<file path="src/core/rsb_pkg.sv">
package rsb_pkg;
  // ---------------------------------------------------------------
  // sizes
  // ---------------------------------------------------------------
  localparam int NUM_PORTS = 2;                 // receive ports with their own bank
  localparam int PORT_IDX_W = 1;                // width of a port index
  localparam int PAR_CNT_W = 16;                // parity error counter width

  // ---------------------------------------------------------------
  // register offsets
  // ---------------------------------------------------------------
  localparam logic [7:0] ADDR_PORT_SEL = 8'h4C;   // receive port select
  localparam logic [7:0] ADDR_ALARM = 8'h51;      // sensor_alarm_flags
  localparam logic [7:0] ADDR_VOLT = 8'h52;       // voltage_levels
  localparam logic [7:0] ADDR_TEMP = 8'h53;       // temperature_level
  localparam logic [7:0] ADDR_CAM_ERR = 8'h54;    // camera_if_error_flags
  localparam logic [7:0] ADDR_PAR_HI = 8'h55;     // parity_count_high
  localparam logic [7:0] ADDR_PAR_LO = 8'h56;     // parity_count_low
  localparam logic [7:0] ADDR_BIST = 8'h57;       // self_test_error_count

  // ---------------------------------------------------------------
  // field positions and reset values
  // ---------------------------------------------------------------
  localparam int VOLT1_MSB = 6;                  // second_voltage_level
  localparam int VOLT1_LSB = 4;
  localparam int VOLT0_MSB = 2;                  // first_voltage_level
  localparam int VOLT0_LSB = 0;
  localparam int TEMP_MSB = 2;                   // temperature level
  localparam int TEMP_LSB = 0;
  localparam int ALARM_MSB = 5;                  // alarm flags
  localparam int CAM_MSB = 4;                    // camera error flags
  localparam int PAR_LO_MSB = 7;                 // top bit of the low count byte
  localparam int PAR_HI_LSB = 8;                 // first bit of the high count byte
  localparam int PORT_SEL_LSB = 0;               // port index in port select
  localparam logic [7:0] BYTE_ZERO = 8'h00;
  localparam logic [PAR_CNT_W-1:0] PAR_CNT_MAX = 16'hFFFF;
  localparam logic [PAR_CNT_W-1:0] PAR_CNT_ONE = 16'h0001;
  localparam logic [PAR_CNT_W-1:0] PAR_CNT_ZERO = 16'h0000;

  // ---------------------------------------------------------------
  // status word carried by the forward channel
  // ---------------------------------------------------------------
  typedef struct packed {
    logic [ALARM_MSB:0] alarm;                   // alarm flags
    logic [2:0] second_voltage_level;
    logic [2:0] first_voltage_level;
    logic [2:0] temp_level;
    logic [CAM_MSB:0] cam_err;                   // header_double_bit_flag .. control_error_flag
  } rsb_status_s;

  localparam rsb_status_s STATUS_RESET = '0;
endpackage

</file>
<file path="src/core/rsb_status_bank.sv">
`timescale 1ns/1ns
// How it works
// - one bank per port, selected by port select
// - forward channel status loads sensor registers automatically
// - voltage levels in bits 6:4 and 2:0
// - temperature level in bits 2:0, rest zero
// - camera error flags in bits 4:0
// - count parity errors; restart on lock, low read
// - low byte read clears high; high read doesn't
// - self-test error count reads as 8 bits
module rsb_status_bank
  import rsb_pkg::*;
(
  input wire logic core_clk_in,
  input wire logic resetn_in,
  input wire logic [7:0] reg_addr_in,
  input wire logic reg_rd_in,
  input wire logic reg_wr_in,
  input wire logic [7:0] reg_wdata_in,
  output logic [7:0] reg_rdata_out,
  output logic reg_ack_out,
  input wire logic [NUM_PORTS-1:0] fc_status_valid_in,
  input wire rsb_status_s [NUM_PORTS-1:0] fc_status_in,
  input wire logic [NUM_PORTS-1:0] parity_err_in,
  input wire logic [NUM_PORTS-1:0] lock_valid_in,
  input wire logic [NUM_PORTS-1:0] [7:0] bist_err_count_in
);

  // ---------------------------------------------------------------
  // port select register
  // ---------------------------------------------------------------
  logic [7:0] port_select;                       // software written selector
  logic [7:0] next_port_select;
  logic [PORT_IDX_W-1:0] sel;                    // selected port index

  assign sel = port_select[PORT_SEL_LSB +: PORT_IDX_W];

  // load the selector on a write to its offset
  always_comb begin
    next_port_select = port_select;
    if (reg_wr_in && reg_addr_in == ADDR_PORT_SEL) begin
      next_port_select = reg_wdata_in;
    end
  end

  // register the selector
  always_ff @(posedge core_clk_in) begin
    if (!resetn_in) begin
      port_select <= BYTE_ZERO;
    end else begin
      port_select <= next_port_select;
    end
  end

  // ---------------------------------------------------------------
  // per port status and counters
  // ---------------------------------------------------------------
  rsb_status_s status [NUM_PORTS];               // latest forwarded status
  logic [PAR_CNT_W-1:0] par_cnt [NUM_PORTS];     // parity error counters
  logic [7:0] bist_cnt [NUM_PORTS];              // self-test error counts

  genvar p;
  generate
    for (p = 0; p < NUM_PORTS; p++) begin : g_port
      rsb_status_s next_status;
      logic [PAR_CNT_W-1:0] next_par_cnt;
      logic [7:0] next_bist_cnt;
      logic lo_read;                             // low byte read of this port

      assign lo_read = reg_rd_in && reg_addr_in == ADDR_PAR_LO && sel == PORT_IDX_W'(p);

      // next status, counter and self-test count
      always_comb begin
        next_status = status[p];
        if (fc_status_valid_in[p]) begin
          next_status = fc_status_in[p];
        end
        next_bist_cnt = bist_err_count_in[p];
        next_par_cnt = par_cnt[p];
        if (lock_valid_in[p] || lo_read) begin
          // restart; an error in the same cycle is still counted
          next_par_cnt = parity_err_in[p] ? PAR_CNT_ONE : PAR_CNT_ZERO;
        end else if (parity_err_in[p] && par_cnt[p] != PAR_CNT_MAX) begin
          next_par_cnt = par_cnt[p] + PAR_CNT_ONE;
        end
      end

      // register the per port state
      always_ff @(posedge core_clk_in) begin
        if (!resetn_in) begin
          status[p] <= STATUS_RESET;
          par_cnt[p] <= PAR_CNT_ZERO;
          bist_cnt[p] <= BYTE_ZERO;
        end else begin
          status[p] <= next_status;
          par_cnt[p] <= next_par_cnt;
          bist_cnt[p] <= next_bist_cnt;
        end
      end

    end
  endgenerate

  // ---------------------------------------------------------------
  // read mux and answer
  // ---------------------------------------------------------------
  logic [7:0] next_rdata;
  logic next_ack;

  // decode the offset against the selected port's bank
  always_comb begin
    next_rdata = BYTE_ZERO;
    next_ack = reg_rd_in || reg_wr_in;
    if (reg_rd_in) begin
      case (reg_addr_in)
        ADDR_PORT_SEL: begin
          next_rdata = port_select;
        end
        ADDR_ALARM: begin
          next_rdata[ALARM_MSB:0] = status[sel].alarm;
        end
        ADDR_VOLT: begin
          next_rdata[VOLT1_MSB:VOLT1_LSB] = status[sel].second_voltage_level;
          next_rdata[VOLT0_MSB:VOLT0_LSB] = status[sel].first_voltage_level;
        end
        ADDR_TEMP: begin
          next_rdata[TEMP_MSB:TEMP_LSB] = status[sel].temp_level;
        end
        ADDR_CAM_ERR: begin
          next_rdata[CAM_MSB:0] = status[sel].cam_err;
        end
        ADDR_PAR_HI: begin
          next_rdata = par_cnt[sel][PAR_CNT_W-1:PAR_HI_LSB];
        end
        ADDR_PAR_LO: begin
          next_rdata = par_cnt[sel][PAR_LO_MSB:0];
        end
        ADDR_BIST: begin
          next_rdata = bist_cnt[sel];
        end
        default: begin
          next_rdata = BYTE_ZERO;                // unmapped reads zero
        end
      endcase
    end
  end

  // register the answer
  always_ff @(posedge core_clk_in) begin
    if (!resetn_in) begin
      reg_rdata_out <= BYTE_ZERO;
      reg_ack_out <= 1'b0;
    end else begin
      reg_rdata_out <= next_rdata;
      reg_ack_out <= next_ack;
    end
  end
endmodule

</file>
<file path="config.mk">
export PLATFORM = sky130hd
export DESIGN_NAME = rsb_status_bank
export DESIGN_NICKNAME = d
export VERILOG_FILES = /design/src/core/rsb_pkg.sv /design/src/core/rsb_status_bank.sv
export SDC_FILE = /design/constraint.sdc
export NUM_CORES = 1
export LEC_CHECK = 0
export BUFFER_PORTS_ARGS = -buffer_cell sky130_fd_sc_hd__buf_2
export CAP_MARGIN = 10
export CORE_ASPECT_RATIO = 0.6
export CORE_MARGIN = 3
export CORE_UTILIZATION = 60
export CTS_BUF_LIST = sky130_fd_sc_hd__clkbuf_16
export DETAILED_ROUTE_END_ITERATION = 7
export GPL_TIMING_DRIVEN = 0
export HOLD_SLACK_MARGIN = 0.02
export PLACE_DENSITY = 0.9
export SLEW_MARGIN = 20
export SYNTH_ARGS = -nofsm -noshare
export SYNTH_HDL_FRONTEND = slang
export SYNTH_SLANG_ARGS = --single-unit
</file>
<file path="constraint.sdc">
create_clock -name core_clk_in -period 4 [get_ports core_clk_in]
set_clock_uncertainty 0.1 [all_clocks]
set_input_delay 0.2 -clock core_clk_in [delete_from_list [all_inputs] [get_ports core_clk_in]]
set_output_delay 0.2 -clock core_clk_in [all_outputs]
set_load 0.01 [all_outputs]
</file>
==> results_dict.tcl <==
set metrics [dict create \
    finalSetupViolCount 0 \
    dr.pass1.iters 7 \
    cp.arrival_ps 2750 \
    synthCells 510 \
    row_count 25 \
    postRouteAntennaNets 0 \
    period_minus_slack_ps 2590 \
    die_area_sq_um 9950 \
    slew_headroom_pct 32.8 \
    maxCapViolCount 0 \
    vias_per_cell 6.75 \
    rsz0062_at_grt "false" \
    critical_path.slowest_cell "nor4_2" \
    start_util_pct 64.1 \
    irDropWorstVdd_mv 0.274 \
    timing.critical_path.max_delay_family "simple AND/OR/NAND/NOR gates" \
    end_kind "register" \
    routedWlPerCell_microns 22.1 \
    syn_area_sq_um 5260 \
    min_path_type "input pin to register" \
    critPathMaxFanout 10 \
    grt_pass1_wl_microns 25600 \
    avgSynthCellArea_sq_um 10.3 \
    ys_seq_elements 106 \
    root_buffer "clkbuf_16" \
    gp_congestion 0.980 \
    grt_pass1_vias 4810 \
    synth_area_leaders "dfxtp_1, edfxtp_1, mux2i_1" \
    cts_resized 0 \
    rr_worst_depth 6 \
    cts.path.max_buffers 2 \
    port_buffers 89 \
    synth.net_count 594 \
    synth.cells.most_frequent "dfxtp_1, and3_1, edfxtp_1" \
    total_leakage_power_nw 2.41 \
    rrSetupSlack_ps 1410 \
    insertedDiodeCount 0 \
    critical_path_class "register to register" \
    ios 91 \
    totalWireLength_microns 16500 \
    crit_required_ps 4160 \
    clk_pin_slew_ps 70 \
    numPlacedInstances 707 \
    die_w_microns 127 \
    period_share_pct 64.7 \
    fin_nets 718 \
    min-delay-start "parity_err_in[0]" \
    maxSlewViolCount 0 \
    htreeDepth 3 \
    area_delta_synth_final_pct 21.0 \
    cts.sinks 106 \
    reg2reg_to "par_cnt[1][4]" \
    outcome "complete, no violations" \
    synth_warnings 0 \
    max_freq_ghz 0.387 \
    cp_num_buf_inv 1 \
    hold_path_end "par_cnt[0][1]" \
    drive_gt1_share_pct 20.8 \
    drt_iter0_drc 925 \
    route.detailed.drc 0 \
    synthArstFlopShare_pct 0 \
    fin_cells 747 \
    regToRegStartpoint "par_cnt[1][0]" \
    grt_overflow 0 \
    start_kind "register" \
    num_vias 5040 \
    core-area_sq_um 8200 \
    yosys.area.top_type "dfxtp_1" \
    die_y_microns 78.5 \
    cts_tree "done" \
    fin_setup_tns_ps 0 \
    hold_depth 3 \
    synth_edf_count 40 \
    power_density_nw_per_um2 354 \
    cts_made_buffers 9 \
    hold_violations 0 \
    ys_seq_area_share_pct 48.0 \
    grt_max_degree 21 \
    crit_chain "ha_1 > nand4_1 > nor4_2 > buf_2 > o311ai_0 > o41ai_1" \
    synth_top_flop_cell "dfxtp_1" \
    worst_pin_slew_ps 1010 \
    synth.most_common_cell "dfxtp_1" \
    grt_use_total_pct 33.6 \
    slowest_delay_ps 770 \
    antenna_found_initial 0 \
    synth_top_area_share_pct 25.1 \
    dp_hpwl_microns 11600 \
    clk_latency_ps 360 \
    yosysUniqueCellTypes 68 \
]
metal layers:
| metal | GRT usage [%] | vias up | share of wire (%) |
|---|---|---|---|
| li1 | - | 2217 | - |
| met1 | 45.7 | 2348 | 39 |
| met2 | 52.1 | 418 | 45 |
| met3 | 9.31 | 57 | 13 |
| met4 | 11.0 | 0 | 2.4 |
| met5 | 0 | - | 0 |
layout by cell type (no fill, tap or decap), types with 3 or more instances in the layout:
| master | instances |
|---|---|
| buf_2 | 96 |
| dfxtp_1 | 66 |
| and3_1 | 44 |
| edfxtp_1 | 40 |
| mux2i_1 | 36 |
| a21oi_1 | 29 |
| clkbuf_1 | 25 |
| dlygate4sd3_1 | 24 |
| nor2_1 | 22 |
| nor3_1 | 20 |
| o31ai_1 | 19 |
| or4_1 | 19 |
| nand2_1 | 17 |
| and2_1 | 16 |
| nand3_1 | 14 |
| o21ai_0 | 12 |
| inv_1 | 11 |
| nand4_1 | 10 |
| mux4_2 | 9 |
| clkbuf_16 | 9 |
| nand3b_1 | 6 |
| nand2b_1 | 5 |
| a31oi_1 | 5 |
| o41ai_1 | 4 |
| nor4_1 | 4 |
| o22ai_1 | 4 |
| nor4b_1 | 4 |
| nor2b_1 | 3 |
| or3_1 | 3 |
metrics by stage:
step	hold WS, ps	worst slack (ps)	util [%]	area, sq um	power (W)
2_1_floorplan	216	2110	-	5260	0.00129
3_3_place_gp	309	1670	71.2	5840	0.00137
3_5_place_dp	311	1570	71.2	5840	0.00138
4_1_cts	23.4	1520	77.6	6360	0.00223
5_1_grt	41.0	1260	77.6	6360	0.00231
6_report	46.3	1410	77.6	6360	0.00225
state kept, by name, summed over array words and instances (netlist names), named ones only:
| name | count |
|---|---|
| bist_cnt | 16 |
| par_cnt | 32 |
| port_select | 8 |
| reg_ack_out | 1 |
| reg_rdata_out | 8 |
| status | 40 |
cell type report:
| class | count | area [sq um] |
|---|---|---|
| Fill cell | 544 | 1840 |
| Sequential cell | 106 | 2520 |
| Tap cell | 108 | 135 |
| Clock inverter | 7 | 58.8 |
| Inverter | 11 | 41.3 |
| Multi-Input combinational cell | 359 | 2550 |
| Buffer | 34 | 144 |
| Clock buffer | 9 | 225 |
| Timing Repair Buffer | 113 | 686 |
worst max-delay path by stage:
stage	from	end	depth (start not counted)	slack [ps]
3_3_place_gp	resetn_in	status[0][2]	4	1670
2_1_floorplan	par_cnt[0][0]	par_cnt[0][14]	5	2110
6_report	par_cnt[1][0]	par_cnt[1][4]	6	1410
4_1_cts	par_cnt[1][0]	par_cnt[1][4]	6	1520
3_5_place_dp	par_cnt[1][0]	par_cnt[1][4]	6	1570
5_1_grt	par_cnt[1][1]	par_cnt[1][4]	6	1260
repair_timing:
action,4_1_cts,5_1_grt
endpoints found under the hold margin,24,0
hold buffers,24,0
setup endpoints to repair,0,0
setup buffers,0,0
power by group:
group	total, W	internal, W	switching (W)
Sequential	0.00119	0.00117	0.0000203
Clock	0.000863	0.000435	0.000428
Combinational	0.000201	0.0000908	0.000110
worst reg2reg max path, stage by stage, from the launching register on:
cell	delay, ps
dfxtp_1	460
ha_1	300
nand4_1	220
nor4_2	770
buf_2	360
o311ai_0	170
o41ai_1	110
logic make-up (layout without fill, tap and decap cells):
| family | count (synthesis) | count (layout) | synth area share [%] |
|---|---|---|---|
| AND/OR/NAND/NOR | 210 | 210 | 24.3 |
| flip-flops | 106 | 106 | 48.0 |
| AO/OA/AOI/OAI | 100 | 100 | 12.5 |
| multiplexers | 47 | 47 | 11.1 |
| buffers and inverters | 45 | 174 | 3.52 |
| adder cells (fa/ha/maj) | 2 | 2 | 0.476 |
(Power assumes the default switching activity.)
